`config.mk`:
```
export PLATFORM = sky130hd
export DESIGN_NAME = irqsm_top
export DESIGN_NICKNAME = d
export VERILOG_FILES = /design/src/logic/irqsm_pkg.sv /design/src/logic/irqsm_top.sv /design/src/logic/irqsm_sync.sv
export SDC_FILE = /design/constraint.sdc
export NUM_CORES = 1
export LEC_CHECK = 0
export BUFFER_PORTS_ARGS = -buffer_cell sky130_fd_sc_hd__buf_2
export CORE_MARGIN = 3
export CORE_UTILIZATION = 45
export CTS_CLUSTER_DIAMETER = 40
export DETAILED_ROUTE_END_ITERATION = 16
export PLACE_DENSITY_LB_ADDON = 0.3
export SYNTH_ARGS = -nofsm -noshare
export SYNTH_HDL_FRONTEND = slang
export SYNTH_SLANG_ARGS = --single-unit
```
`constraint.sdc`:
```
create_clock -name hclk -period 2.5 [get_ports hclk]
set_input_delay 0.375 -clock hclk [delete_from_list [all_inputs] [get_ports hclk]]
set_output_delay 0.375 -clock hclk [all_outputs]
set_load 0.01 [all_outputs]
```
`src/logic/irqsm_pkg.sv`:
```
// constants for the interrupt status, mask and raw flag block
//Contract
//- four alarm event bits 3..0, channels 4..1, set on rising edge, reset zero
//- an event bit clears only on writing one; writing zero keeps it
//- each event bit has a mask bit at the same position in the mask range
//- mask bit 0 lets the event reach the interrupt, 1 blocks it
//- host interface error is a raw flag at bit 12, reset zero
//- boot flag at bit 7 reads 0 while booting, 1 when finished
//- bit 14 raw error while processor clock is too slow
//- bit 13 raw error while async domain clock is too slow
//- bit 12 of clocking status raw error while system domain clock is too slow
//- loop b: lock at bit 9, reference missing at bit 6, reset zero
//- loop a: lock at bit 8, reference missing at bit 5, reset zero
package irqsm_pkg;
  // register indices; byte address is four times the index
  localparam logic [15:0] IDX_ALARM = 16'h1823;
  localparam logic [15:0] IDX_MASK_FIRST = 16'h1840;
  localparam logic [15:0] IDX_MASK_LAST = 16'h1863;
  localparam logic [15:0] IDX_ALARM_MASK = 16'h1863;
  localparam logic [15:0] IDX_RAW_IF = 16'h1880;
  localparam logic [15:0] IDX_RAW_CLK = 16'h1881;
  localparam logic [15:0] IDX_CHG_EVT = 16'h1890;
  localparam logic [15:0] IDX_CHG_MASK = 16'h1891;
  localparam int ALARM_W = 4;
  localparam logic [3:0] ALARM_MASK_RST = 4'hF;
  localparam logic [15:0] CHG_MASK_RST = 16'hFFFF;
  localparam logic [15:0] CHG_VALID = 16'h73E1;
  // raw flag positions
  localparam int BIT_IF_ERR = 12;
  localparam int BIT_BOOT = 7;
  localparam int BIT_PROC_STARVE = 14;
  localparam int BIT_ASYNC_STARVE = 13;
  localparam int BIT_SYS_STARVE = 12;
  localparam int BIT_LB_LOCK = 9;
  localparam int BIT_LA_LOCK = 8;
  localparam int BIT_LB_REF = 6;
  localparam int BIT_LA_REF = 5;
  localparam int BIT_CHG_IF_ERR = 0;
  // synchronised live input vector layout
  localparam int LIVE_W = 13;
  localparam int LV_IF_ERR = 4;
  localparam int LV_BOOT = 5;
  localparam int LV_PROC = 6;
  localparam int LV_ASYNC = 7;
  localparam int LV_SYS = 8;
  localparam int LV_LA_LOCK = 9;
  localparam int LV_LB_LOCK = 10;
  localparam int LV_LA_REF = 11;
  localparam int LV_LB_REF = 12;
  localparam logic [1:0] HTRANS_NONSEQ = 2'h2;
  localparam logic [13:0] ADDR_HI_ZERO = 14'h0000;
endpackage : irqsm_pkg

```
`src/logic/irqsm_top.sv`:
```
// interrupt status, mask and raw flag registers behind an ahb-lite slave
//
// Added by the designer: the AHB-Lite slave port.
`timescale 1ns/1ps
module irqsm_top
  import irqsm_pkg::*;
(
  input wire logic hclk,
  input wire logic hresetn,
  input wire logic hsel,
  input wire logic [31:0] haddr,
  input wire logic [1:0] htrans,
  input wire logic hwrite,
  input wire logic [2:0] hsize,
  input wire logic [31:0] hwdata,
  input wire logic hready,
  output logic hreadyout,
  output logic hresp,
  output logic [31:0] hrdata,
  input wire logic [3:0] alarm_chan_in,
  input wire logic host_interface_error_in,
  input wire logic boot_complete_in,
  input wire logic processor_clock_starved_in,
  input wire logic async_domain_starved_in,
  input wire logic system_domain_starved_in,
  input wire logic freq_loop_a_locked_in,
  input wire logic freq_loop_b_locked_in,
  input wire logic freq_loop_a_ref_missing_in,
  input wire logic freq_loop_b_ref_missing_in,
  output logic irq
);

  typedef enum logic [1:0] {
    IRQSM_IDLE = 2'b00,
    IRQSM_RD_WAIT = 2'b01,
    IRQSM_WR_DATA = 2'b10
  } irqsm_phase_type;

  function automatic logic [15:0] irqsm_idx(input logic [31:0] a);
    irqsm_idx = a[17:2];
  endfunction : irqsm_idx

  function automatic logic irqsm_mapped(input logic [31:0] a);
    irqsm_mapped = (a[31:18] == ADDR_HI_ZERO) && (a[1:0] == 2'h0);
  endfunction : irqsm_mapped

  logic [LIVE_W-1:0] live_raw;
  logic [LIVE_W-1:0] live_s;
  logic [LIVE_W-1:0] live_prev_q;
  logic [LIVE_W-1:0] live_rise;
  logic [ALARM_W-1:0] alarm_event_q;
  logic [ALARM_W-1:0] alarm_mask_q;
  logic [15:0] raw_if_q;
  logic [15:0] raw_clk_q;
  logic [15:0] raw_if_d;
  logic [15:0] raw_clk_d;
  logic [15:0] chg_event_q;
  logic [15:0] chg_mask_q;
  logic [15:0] chg_rise;
  irqsm_phase_type phase_q;
  logic [15:0] idx_q;
  logic ok_q;
  logic accept;
  logic wr_en;
  logic rd_en;
  logic [31:0] rd_word;
  logic [ALARM_W-1:0] alarm_clr;
  logic [15:0] chg_clr;

  assign live_raw = {freq_loop_b_ref_missing_in, freq_loop_a_ref_missing_in,
                     freq_loop_b_locked_in, freq_loop_a_locked_in,
                     system_domain_starved_in, async_domain_starved_in,
                     processor_clock_starved_in, boot_complete_in,
                     host_interface_error_in, alarm_chan_in};

  // every live condition may come from another clock, so all are synchronised
  irqsm_sync #(
    .W(LIVE_W)
  ) u_sync (
    .hclk(hclk),
    .hresetn(hresetn),
    .async_in(live_raw),
    .sync_out(live_s)
  );

  always_ff @(posedge hclk or negedge hresetn) begin
    if (!hresetn) begin
      live_prev_q <= '0;
    end else begin
      live_prev_q <= live_s;
    end
  end

  assign live_rise = live_s & ~live_prev_q;

  // raw flag words assembled from synchronised conditions
  always_comb begin
    raw_if_d = 16'h0000;
    raw_if_d[BIT_IF_ERR] = live_s[LV_IF_ERR];
    raw_if_d[BIT_BOOT] = live_s[LV_BOOT];
    raw_clk_d = 16'h0000;
    raw_clk_d[BIT_PROC_STARVE] = live_s[LV_PROC];
    raw_clk_d[BIT_ASYNC_STARVE] = live_s[LV_ASYNC];
    raw_clk_d[BIT_SYS_STARVE] = live_s[LV_SYS];
    raw_clk_d[BIT_LB_LOCK] = live_s[LV_LB_LOCK];
    raw_clk_d[BIT_LB_REF] = live_s[LV_LB_REF];
    raw_clk_d[BIT_LA_LOCK] = live_s[LV_LA_LOCK];
    raw_clk_d[BIT_LA_REF] = live_s[LV_LA_REF];
  end

  // raw words have no write path at all
  always_ff @(posedge hclk or negedge hresetn) begin
    if (!hresetn) begin
      raw_if_q <= 16'h0000;
      raw_clk_q <= 16'h0000;
    end else begin
      raw_if_q <= raw_if_d;
      raw_clk_q <= raw_clk_d;
    end
  end

  // bus slave: writes take no wait state, reads take one so hrdata is a flop
  assign accept = hsel && hready && (htrans == HTRANS_NONSEQ);
  assign wr_en = (phase_q == IRQSM_WR_DATA) && ok_q;
  assign rd_en = (phase_q == IRQSM_RD_WAIT) && ok_q;

  always_ff @(posedge hclk or negedge hresetn) begin
    if (!hresetn) begin
      phase_q <= IRQSM_IDLE;
      idx_q <= 16'h0000;
      ok_q <= 1'b0;
    end else begin
      case (phase_q)
        IRQSM_RD_WAIT: begin
          phase_q <= IRQSM_IDLE;
        end
        default: begin
          if (accept) begin
            phase_q <= hwrite ? IRQSM_WR_DATA : IRQSM_RD_WAIT;
            idx_q <= irqsm_idx(haddr);
            ok_q <= irqsm_mapped(haddr);
          end else begin
            phase_q <= IRQSM_IDLE;
          end
        end
      endcase
    end
  end

  always_ff @(posedge hclk or negedge hresetn) begin
    if (!hresetn) begin
      hreadyout <= 1'b1;
    end else begin
      hreadyout <= !(phase_q != IRQSM_RD_WAIT && accept && !hwrite);
    end
  end

  always_ff @(posedge hclk or negedge hresetn) begin
    if (!hresetn) begin
      hresp <= 1'b0;
    end else begin
      hresp <= 1'b0;
    end
  end

  // read mux; other mask words of the bank and unmapped addresses read zero
  always_comb begin
    rd_word = 32'h0000_0000;
    case (idx_q)
      IDX_ALARM: rd_word = {28'h000_0000, alarm_event_q};
      IDX_ALARM_MASK: rd_word = {28'h000_0000, alarm_mask_q};
      IDX_RAW_IF: rd_word = {16'h0000, raw_if_q};
      IDX_RAW_CLK: rd_word = {16'h0000, raw_clk_q};
      IDX_CHG_EVT: rd_word = {16'h0000, chg_event_q};
      IDX_CHG_MASK: rd_word = {16'h0000, chg_mask_q};
      default: rd_word = 32'h0000_0000;
    endcase
  end

  always_ff @(posedge hclk or negedge hresetn) begin
    if (!hresetn) begin
      hrdata <= 32'h0000_0000;
    end else if (phase_q == IRQSM_RD_WAIT) begin
      // an unmapped read returns zero rather than the last word read
      hrdata <= ok_q ? rd_word : 32'h0000_0000;
    end
  end

  // alarm events: rising edge sets, writing one clears, set beats clear
  assign alarm_clr = (wr_en && idx_q == IDX_ALARM) ? hwdata[ALARM_W-1:0] : 4'h0;

  always_ff @(posedge hclk or negedge hresetn) begin
    if (!hresetn) begin
      alarm_event_q <= 4'h0;
    end else begin
      alarm_event_q <= (alarm_event_q & ~alarm_clr) | live_rise[ALARM_W-1:0];
    end
  end

  // masks reset to blocked so nothing fires before software sets up
  always_ff @(posedge hclk or negedge hresetn) begin
    if (!hresetn) begin
      alarm_mask_q <= ALARM_MASK_RST;
    end else if (wr_en && idx_q == IDX_ALARM_MASK) begin
      alarm_mask_q <= hwdata[ALARM_W-1:0];
    end
  end

  // change events on raw flags: sticky, cleared by reading the word
  always_comb begin
    chg_rise = 16'h0000;
    chg_rise[BIT_PROC_STARVE] = live_rise[LV_PROC];
    chg_rise[BIT_ASYNC_STARVE] = live_rise[LV_ASYNC];
    chg_rise[BIT_SYS_STARVE] = live_rise[LV_SYS];
    chg_rise[BIT_LB_LOCK] = live_rise[LV_LB_LOCK];
    chg_rise[BIT_LA_LOCK] = live_rise[LV_LA_LOCK];
    chg_rise[BIT_BOOT] = live_rise[LV_BOOT];
    chg_rise[BIT_LB_REF] = live_rise[LV_LB_REF];
    chg_rise[BIT_LA_REF] = live_rise[LV_LA_REF];
    chg_rise[BIT_CHG_IF_ERR] = live_rise[LV_IF_ERR];
  end

  assign chg_clr = (rd_en && idx_q == IDX_CHG_EVT) ? CHG_VALID : 16'h0000;

  always_ff @(posedge hclk or negedge hresetn) begin
    if (!hresetn) begin
      chg_event_q <= 16'h0000;
    end else begin
      chg_event_q <= (chg_event_q & ~chg_clr) | chg_rise;
    end
  end

  always_ff @(posedge hclk or negedge hresetn) begin
    if (!hresetn) begin
      chg_mask_q <= CHG_MASK_RST;
    end else if (wr_en && idx_q == IDX_CHG_MASK) begin
      chg_mask_q <= hwdata[15:0] & CHG_VALID;
    end
  end

  // interrupt is one flop behind the status bits
  always_ff @(posedge hclk or negedge hresetn) begin
    if (!hresetn) begin
      irq <= 1'b0;
    end else begin
      irq <= (|(alarm_event_q & ~alarm_mask_q)) | (|(chg_event_q & ~chg_mask_q));
    end
  end
endmodule : irqsm_top

```
`src/logic/irqsm_sync.sv`:
```
// two flip-flop synchroniser for the live condition inputs
`timescale 1ns/1ps
module irqsm_sync #(
  parameter int W = 13
) (
  input wire logic hclk,
  input wire logic hresetn,
  input wire logic [W-1:0] async_in,
  output logic [W-1:0] sync_out
);
  logic [W-1:0] meta_q;

  // first stage feeds only the second stage
  always_ff @(posedge hclk or negedge hresetn) begin
    if (!hresetn) begin
      meta_q <= '0;
      sync_out <= '0;
    end else begin
      meta_q <= async_in;
      sync_out <= meta_q;
    end
  end
endmodule : irqsm_sync

```
==> impl_metrics.env, run 1 <==
export IMPL_outcome="complete, but fails checks"
export IMPL_violations="hold timing"
export IMPL_grt_max_degree=47
export IMPL_crit_type="reg2reg"
export IMPL_cts_tree="built"
export IMPL_synthArstFlopShare_pct=100
export IMPL_p_seq_share_pct=54.3
export IMPL_place_congestion=0.810
export IMPL_period_needed_ps=2080
export IMPL_rows=34
export IMPL_crit_chain="or4b_4, nor3_1, nand3_2, mux2_2"
export IMPL_p_int_uw=2500
export IMPL_startpoint_type="flip-flop"
export IMPL_detailed_place_hpwl_mm=5.63
export IMPL_first_pass_iters=4
export IMPL_ys_flop_type="dfrtp_1"
export IMPL_timing_final_hold_violations=1
export IMPL_power_switching_uw=817
export IMPL_cts_root_buf="clkbuf_8"
export IMPL_fmax_mhz=480
export IMPL_cts_buffer_depth=2
export IMPL_n_antenna_cell=0
export IMPL_post_cts_buffers=0
export IMPL_setup_viol_count_final=0
export IMPL_drive_gt1_share_pct=40.7
export IMPL_worst_pin_slew_ps=605
export IMPL_finalMaxSlewViolations=0
export IMPL_drc=0
export IMPL_endpoint_kind="flip-flop"
export IMPL_ctsResizeCount=0
export IMPL_numCtsBuffers=9
export IMPL_p_comb_share_pct=11.3
export IMPL_grt_pass1_wl_mm=12.7
export IMPL_cpMaxStageDelayCell="or4b_4"
export IMPL_r2r_cells=4
export IMPL_vias=2626
export IMPL_clock_latency_ps=360
export IMPL_maxCapViolCount=0
export IMPL_p_sw_share_pct=24.6
export IMPL_track_usage_pct=16.2
export IMPL_rsz0062_at_grt="no"
export IMPL_r2r_start="idx_q[9]"
export IMPL_yosysSeqAreaShare_pct=61.9
export IMPL_synthDistinctLibCells=41
export IMPL_yosys_area_top_type="dfrtp_1"
export IMPL_p_total_uw=3320
export IMPL_max_stage_delay_ps=630
export IMPL_first_global_vias=2622
export IMPL_tns_ps=0
export IMPL_routedWlPerCell_um=15.4
export IMPL_vias_per_cell=5.09
export IMPL_ys_warn_count=0
export IMPL_clkPwrFrac_pct=34.5
export IMPL_antenna_found_initial=0
export IMPL_synth_area_mm2=0.00407
export IMPL_htreeDepth=3
export IMPL_cp_required_ps=2780
export IMPL_hold_class="in2async"
export IMPL_synth_cells=315
export IMPL_antenna_left=0
export IMPL_syn_to_final_growth_pct=17.6
export IMPL_arrival_ps=2360
export IMPL_initial_core_util_pct=46.5
export IMPL_dieArea_mm2=0.0102
export IMPL_io_buffers=81
export IMPL_r2r_end="chg_mask_q[7]"
export IMPL_crit_buf_inv=0
export IMPL_core_mm2=0.00876
export IMPL_relSlewSlack_pct=59.7
export IMPL_path_delay_family="simple AND/OR/NAND/NOR gates"
export IMPL_cp_max_fo=10
export IMPL_p_leak_uw=0.00230
export IMPL_drt_wl_total_mm=7.96
export IMPL_yosysMostFrequentCell="dfrtp_1"
export IMPL_holdWs_ps=-0.810
export IMPL_die_h_um=101
export IMPL_vdd_drop_max_uv=306
export IMPL_cts_sinks=100
export IMPL_synth_seq_cells=100
export IMPL_netlist_top_cells_area="dfrtp_1, dfstp_2, mux2_2, buf_4, o21ai_0"
export IMPL_synth_avg_cell_area_um2=12.9
export IMPL_cp_depth=4
export IMPL_synth_commonest_cells="dfrtp_1, mux2_2, inv_1, nand2_1, buf_4"
export IMPL_synth_edf_count=0
export IMPL_drt_iter0_drc=169
export IMPL_skew_ps=14.0
export IMPL_num_nets_final=490
export IMPL_fillers=757
export IMPL_synth_top_area_share_pct=52.2
export IMPL_pin_count=122
export IMPL_dieWidth_um=101
export IMPL_fin_crit_sh_pct=83.3
export IMPL_reg2reg_setup_slack_ps=420
export IMPL_ctsHoldBuffers=0
export IMPL_cellPowerDensity_mw_per_mm2=693
export IMPL_gr_total_overflow=0
export IMPL_path_clk_slew_ps=100
metal layers:
layer | vias up | global-route usage (%) | share of wire, % | wire (µm)
li1 | 1244 | - | - | -
met1 | 1282 | 20.1 | 42 | 3330
met2 | 94 | 27.4 | 50 | 4020
met3 | 6 | 4.48 | 6.6 | 523
met4 | 0 | 5.32 | 1.1 | 90
met5 | - | 0 | 0 | 0
cell families after synthesis:
| group | synth area share [%] |
|---|---|
| other | 0.0921 |
| DFF | 61.9 |
| muxes | 9.43 |
| buffers and inverters | 7.31 |
| and+or+nand+nor | 12.2 |
| AOI/OAI and AO/OA | 9.03 |
flip-flops by register name (all words and copies together) (netlist names), 2 cells and up:
register / flops
phase_q: 2
alarm_mask_q: 4
u_sync.meta_q: 13
hrdata: 13
u_sync.sync_out: 13
chg_event_q: 9
live_prev_q: 12
alarm_event_q: 4
idx_q: 16
chg_mask_q: 10
cells in the final DEF (no fill, tap or decap), types with 7 or more instances in the layout:
| master | Yosys | layout |
|---|---|---|
| dfrtp_1 | 85 | 85 |
| buf_2 | 1 | 80 |
| mux2_2 | 27 | 27 |
| inv_1 | 26 | 26 |
| nand2_1 | 26 | 26 |
| o21ai_0 | 20 | 20 |
| conb_1 | 1 | 17 |
| dfstp_2 | 15 | 15 |
| a22o_1 | 11 | 11 |
| clkbuf_8 | 0 | 10 |
| buf_4 | 21 | 10 |
| o22ai_1 | 7 | 7 |
| nor4_1 | 7 | 7 |
power by group through the flow:
stage | Clock, µW | Sequential, µW | Combinational, µW
floorplan | 0 | 1810 | 257
global placement | 0 | 1830 | 365
detailed placement | 0 | 1830 | 374
CTS | 1180 | 1800 | 377
global route | 1250 | 1820 | 415
finish | 1140 | 1800 | 373
area by class of cell:
class / instances / area (µm²) / area share (%)
clock buffers: 11 / 141 / 2.95
clock inverters: 5 / 85.1 / 1.78
inverters: 26 / 97.6 / 2.04
multi-input cells: 175 / 1310 / 27.4
flip-flops and latches: 100 / 2520 / 52.6
well taps: 108 / 135 / 2.82
repair buffers: 91 / 495 / 10.3
worst max path at each step:
stage | start | to | slack, ps
6_report | idx_q[9] | chg_mask_q[7] | 420
3_3_place_gp | idx_q[9] | alarm_mask_q[3] | 470
3_5_place_dp | idx_q[9] | chg_mask_q[14] | 460
2_1_floorplan | idx_q[6] | chg_event_q[0] | 550
4_1_cts | idx_q[9] | chg_mask_q[9] | 390
5_1_grt | idx_q[13] | hrdata[1] | 290
per-stage QoR:
stage,std cells,utilization (%),area [µm²],setup WS [ps]
after floorplan,331,-,4130,554
after global placement,500,52.1,4560,469
after detailed placement,500,52.1,4560,457
after global routing,516,54.7,4790,292
final,516,54.7,4790,417
after CTS,516,54.7,4790,388
Note: power is estimated with default switching activity, not from simulation.
==> inputs of run 2 (changes only) <==
Clock period 2.5 ns to 2.1 ns, I/O delays scaled along.
==> run 2 against run 1 <==
Effect of this change: the flow now finishes without violations; largest power group unchanged; critical path depth grew 1; total power grew 16%; critical endpoint is now alarm_mask_q[1]; cell area grew 0.94%.
==> impl_metrics.env, run 2 (same netlist as run 1, synthesis figures left out) <==
export IMPL_arrival_ps=2330
export IMPL_rsz0062_at_grt="no"
export IMPL_htreeDepth=3
export IMPL_met2_usage_pct=25.5
export IMPL_layout_commonest_cell="dfrtp_1"
export IMPL_period_needed_ps=2040
export IMPL_stdcell_count=523
export IMPL_cts_root_buf="clkbuf_8"
export IMPL_startpoint_type="flip-flop"
export IMPL_num_nets_final=497
export IMPL_die_h_um=101
export IMPL_crit_type="reg2reg"
export IMPL_skew_ps=11.0
export IMPL_timing_final_hold_violations=0
export IMPL_maxCapViolCount=0
export IMPL_place_area_mm2=0.00459
export IMPL_grtUsageMet1_pct=21.1
export IMPL_cts_sinks=100
export IMPL_hold_class="in2reg"
export IMPL_drive_gt1_share_pct=41.7
export IMPL_outcome="finished, final reports clean"
export IMPL_dieWidth_um=101
export IMPL_antenna_found_initial=0
export IMPL_syn_to_final_growth_pct=18.7
export IMPL_detailed_place_hpwl_mm=5.58
export IMPL_core_mm2=0.00876
export IMPL_p_total_uw=3850
export IMPL_drt_iter0_drc=112
export IMPL_numCtsBuffers=9
export IMPL_dieArea_mm2=0.0102
export IMPL_cp_max_fo=5
export IMPL_layout_cells_most_common_list="dfrtp_1, buf_2, mux2_2, inv_1, nand2_1"
export IMPL_cellPowerDensity_mw_per_mm2=796
export IMPL_cts_buffer_depth=2
export IMPL_antenna_left=0
export IMPL_pin_count=122
export IMPL_vias=2631
export IMPL_endpoint_kind="flip-flop"
export IMPL_vias_per_cell=5.03
export IMPL_largest_register="idx_q"
export IMPL_final_seq_area_mm2=0.00252
export IMPL_n_antenna_cell=0
export IMPL_io_buffers=81
export IMPL_gr_total_overflow=0
export IMPL_largest_reg_flops=16
export IMPL_routedWlPerCell_um=14.9
export IMPL_track_usage_pct=15.6
export IMPL_rows=34
export IMPL_drt_wl_total_mm=7.78
export IMPL_fin_crit_sh_pct=97.2
export IMPL_cp_required_ps=2390
export IMPL_place_congestion=0.797
export IMPL_finalMaxSlewViolations=0
export IMPL_grt_max_degree=43
export IMPL_cts_tree="built"
export IMPL_initial_core_util_pct=46.5
export IMPL_first_pass_iters=4
export IMPL_first_global_vias=2536
export IMPL_multi_input_area_mm2=0.00131
export IMPL_drc=0
export IMPL_fillers=762
export IMPL_path_clk_slew_ps=100
export IMPL_clock_latency_ps=360
export IMPL_place_inst=504
export IMPL_grt_use_met3_pct=2.89
export IMPL_grt_pass1_wl_mm=12.4
export IMPL_p_leak_uw=0.00234
export IMPL_tns_ps=0
export IMPL_busiest_layer="met2"
export IMPL_vdd_drop_max_uv=418
export IMPL_stdcell_area_mm2=0.00483
export IMPL_fmax_mhz=490
export IMPL_setup_viol_count_final=0
export IMPL_final_core_util_pct=55.2
run 2: report_power, final:
group	internal [µW]	switching (µW)	leakage [µW]	total, µW
combinational	213	234	0.00108	447
clock	570	689	0.000103	1260
sequential	2060	83.9	0.00115	2140
total	2840	1010	0.00234	3850
run 2: critical path, cell delays in order (launching register included):
cell and delay [ps]:
dfrtp_1 420, or4b_1 630, nor4_4 300, buf_4 190, nand3_4 120, mux2_4 310
run 2: timing repair:
action | CTS | global route
hold endpoints to repair | 14 | 0
buffers inserted | 0 | 2
setup endpoints to repair | 0 | 12
resized for setup | 0 | 0
hold buffers | 1 | 0
run 2: metal layers:
layer | routed length, µm | vias up
li1 | - | 1264
met1 | 3400 | 1276
met2 | 3790 | 81
met3 | 475 | 10
met4 | 115 | 0
met5 | 0 | -
run 2: per-stage QoR:
step	setup WS, ps	hold WS, ps
2_1_floorplan	154	19.4
3_3_place_gp	97.2	206
3_5_place_dp	73.0	205
4_1_cts	42.7	25.5
5_1_grt	0.773	30.8
6_report	58.2	46.1
run 2: final timing paths:
| check | from | endpoint | slack, ps | cells after the start |
|---|---|---|---|---|
| max | idx_q[3] | alarm_mask_q[1] | 60 | 5 |
| min | system_domain_starved_in | u_sync.meta_q[8] | 50 | 1 |
| max reg2reg | idx_q[3] | alarm_mask_q[1] | 60 | 5 |
| min reg2reg | u_sync.meta_q[1] | u_sync.sync_out[1] | 350 | 0 |
| max in group asynchronous | hresetn | hreadyout | 1120 | 3 |
| min in group asynchronous | hresetn | u_sync.sync_out[11] | 360 | 2 |
run 2: final cells by class:
class	count	share of cell area [%]
Sequential cell	100	52.1
Multi-Input combinational cell	175	27.2
Timing Repair Buffer	98	11.6
Tap cell	108	2.80
Clock buffer	9	2.56
Inverter	26	2.02
Clock inverter	7	1.66
==> inputs of run 3 (changes only) <==
Settings changed: CAP_MARGIN from default to 25, CORE_ASPECT_RATIO from default to 1.2.
Clock period 2.1 ns to 2.6 ns, I/O delays scaled along.
==> run 3 against run 2 <==
Effect of this change: cell count is the same; clock power is 28% lower; cell area is 1.9% lower; critical path type unchanged; critical endpoint is now hrdata[2]; largest cell class unchanged.
==> impl_metrics.env, run 3 (same netlist as run 1, synthesis figures left out) <==
export IMPL_fmax_mhz=472
export IMPL_cp_max_fo=4
export IMPL_ctsHoldBuffers=0
export IMPL_tns_ps=0
export IMPL_syn_to_final_growth_pct=16.5
export IMPL_vias_per_cell=5.00
export IMPL_finalMaxSlewViolations=0
export IMPL_antenna_left=0
export IMPL_io_buffers=81
export IMPL_drive_gt1_share_pct=40.6
export IMPL_largest_reg_flops=16
export IMPL_p_leak_uw=0.00227
export IMPL_endpoint_kind="flip-flop"
export IMPL_largest_register="idx_q"
export IMPL_max_stage_delay_ps=620
export IMPL_dieArea_mm2=0.0102
export IMPL_startpoint_type="flip-flop"
export IMPL_clock_latency_ps=350
export IMPL_stdcell_count=523
export IMPL_outcome="finished, final reports clean"
export IMPL_worst_pin_slew_ps=649
export IMPL_drc=0
export IMPL_rows=37
export IMPL_ctsResizeCount=0
export IMPL_path_clk_slew_ps=100
export IMPL_dieWidth_um=92.8
export IMPL_crit_type="reg2reg"
export IMPL_detailed_place_hpwl_mm=5.46
export IMPL_grt_max_degree=101
export IMPL_p_total_uw=3000
export IMPL_die_h_um=110
export IMPL_rsz0062_at_grt="no"
export IMPL_core_mm2=0.00870
export IMPL_cp_required_ps=2880
export IMPL_timing_final_hold_violations=0
export IMPL_setup_viol_count_final=0
export IMPL_antenna_found_initial=0
export IMPL_relSlewSlack_pct=56.3
export IMPL_skew_ps=9.24
export IMPL_cellPowerDensity_mw_per_mm2=632
export IMPL_post_cts_buffers=0
export IMPL_cpMaxStageDelayCell="nor4_1"
export IMPL_pin_count=122
export IMPL_initial_core_util_pct=46.8
export IMPL_arrival_ps=2390
export IMPL_layout_commonest_cell="dfrtp_1"
export IMPL_fillers=781
export IMPL_place_inst=507
export IMPL_track_usage_pct=16.0
export IMPL_drt_iter0_drc=153
export IMPL_maxCapViolCount=0
export IMPL_n_antenna_cell=0
export IMPL_first_pass_iters=4
export IMPL_num_nets_final=488
export IMPL_gr_total_overflow=0
export IMPL_htreeDepth=3
export IMPL_vias=2617
export IMPL_numCtsBuffers=9
export IMPL_grt_pass1_wl_mm=12.5
export IMPL_cts_sinks=100
export IMPL_cts_root_buf="clkbuf_8"
export IMPL_hold_class="in2async"
export IMPL_crit_chain="or4b_4, nor4_1, a22oi_1, o21ai_0"
export IMPL_first_global_vias=2492
export IMPL_layout_cells_most_common_list="dfrtp_1, buf_2, mux2_2, inv_1, nand2_1"
export IMPL_routedWlPerCell_um=14.8
export IMPL_cts_buffer_depth=2
export IMPL_holdWs_ps=69.4
export IMPL_fin_crit_sh_pct=81.4
export IMPL_period_needed_ps=2120
export IMPL_place_congestion=0.824
export IMPL_vdd_drop_max_uv=394
export IMPL_drt_wl_total_mm=7.73
export IMPL_cts_tree="built"
## run 3: layout make-up
class | count | area [µm²] | area share [%]
Clock inverter | 6 | 46.3 | 0.976
Sequential cell | 100 | 2520 | 53.2
Inverter | 26 | 97.6 | 2.06
Clock buffer | 10 | 138 | 2.90
Multi-Input combinational cell | 175 | 1310 | 27.7
Tap cell | 117 | 146 | 3.09
Timing Repair Buffer | 89 | 480 | 10.1
## run 3: routing by layer
metal	global-route usage (%)	part of all wire, %
met4	6.81	2.0
met5	0	0
met3	3.19	5.9
met1	20.6	42
met2	26.7	50
## run 3: worst paths after layout
kind	start	cells past startpoint	to	slack [ps]
setup / recovery	idx_q[13]	4	hrdata[2]	480
hold / removal	hresetn	2	u_sync.meta_q[11]	70
setup reg to reg	idx_q[13]	4	hrdata[2]	480
hold reg to reg	u_sync.meta_q[4]	0	u_sync.sync_out[4]	350
max in group asynchronous	hresetn	2	chg_mask_q[7]	2120
min in group hclk	system_domain_starved_in	1	u_sync.meta_q[8]	130
## run 3: critical path, delay by kind of cell, from the launching register on
family / cells / cell delay, ps
AO/OA/AOI/OAI: 2 / 370
flip-flops: 1 / 430
AND/OR/NAND/NOR: 2 / 1230
## run 3: per-stage QoR
step	cell area, µm²	utilization (%)	worst slack [ps]
3_5_place_dp	4560	52.4	512
4_1_cts	4740	54.5	485
3_3_place_gp	4560	52.4	534
5_1_grt	4740	54.5	287
6_report	4740	54.5	483
2_1_floorplan	4130	-	654
## run 3: power breakdown
part / internal [µW] / switching [µW] / leakage (µW) / total [µW]
Combinational: 166 / 190 / 0.00103 / 356
Clock: 383 / 528 / 0.0000897 / 911
Sequential: 1660 / 66.4 / 0.00115 / 1730
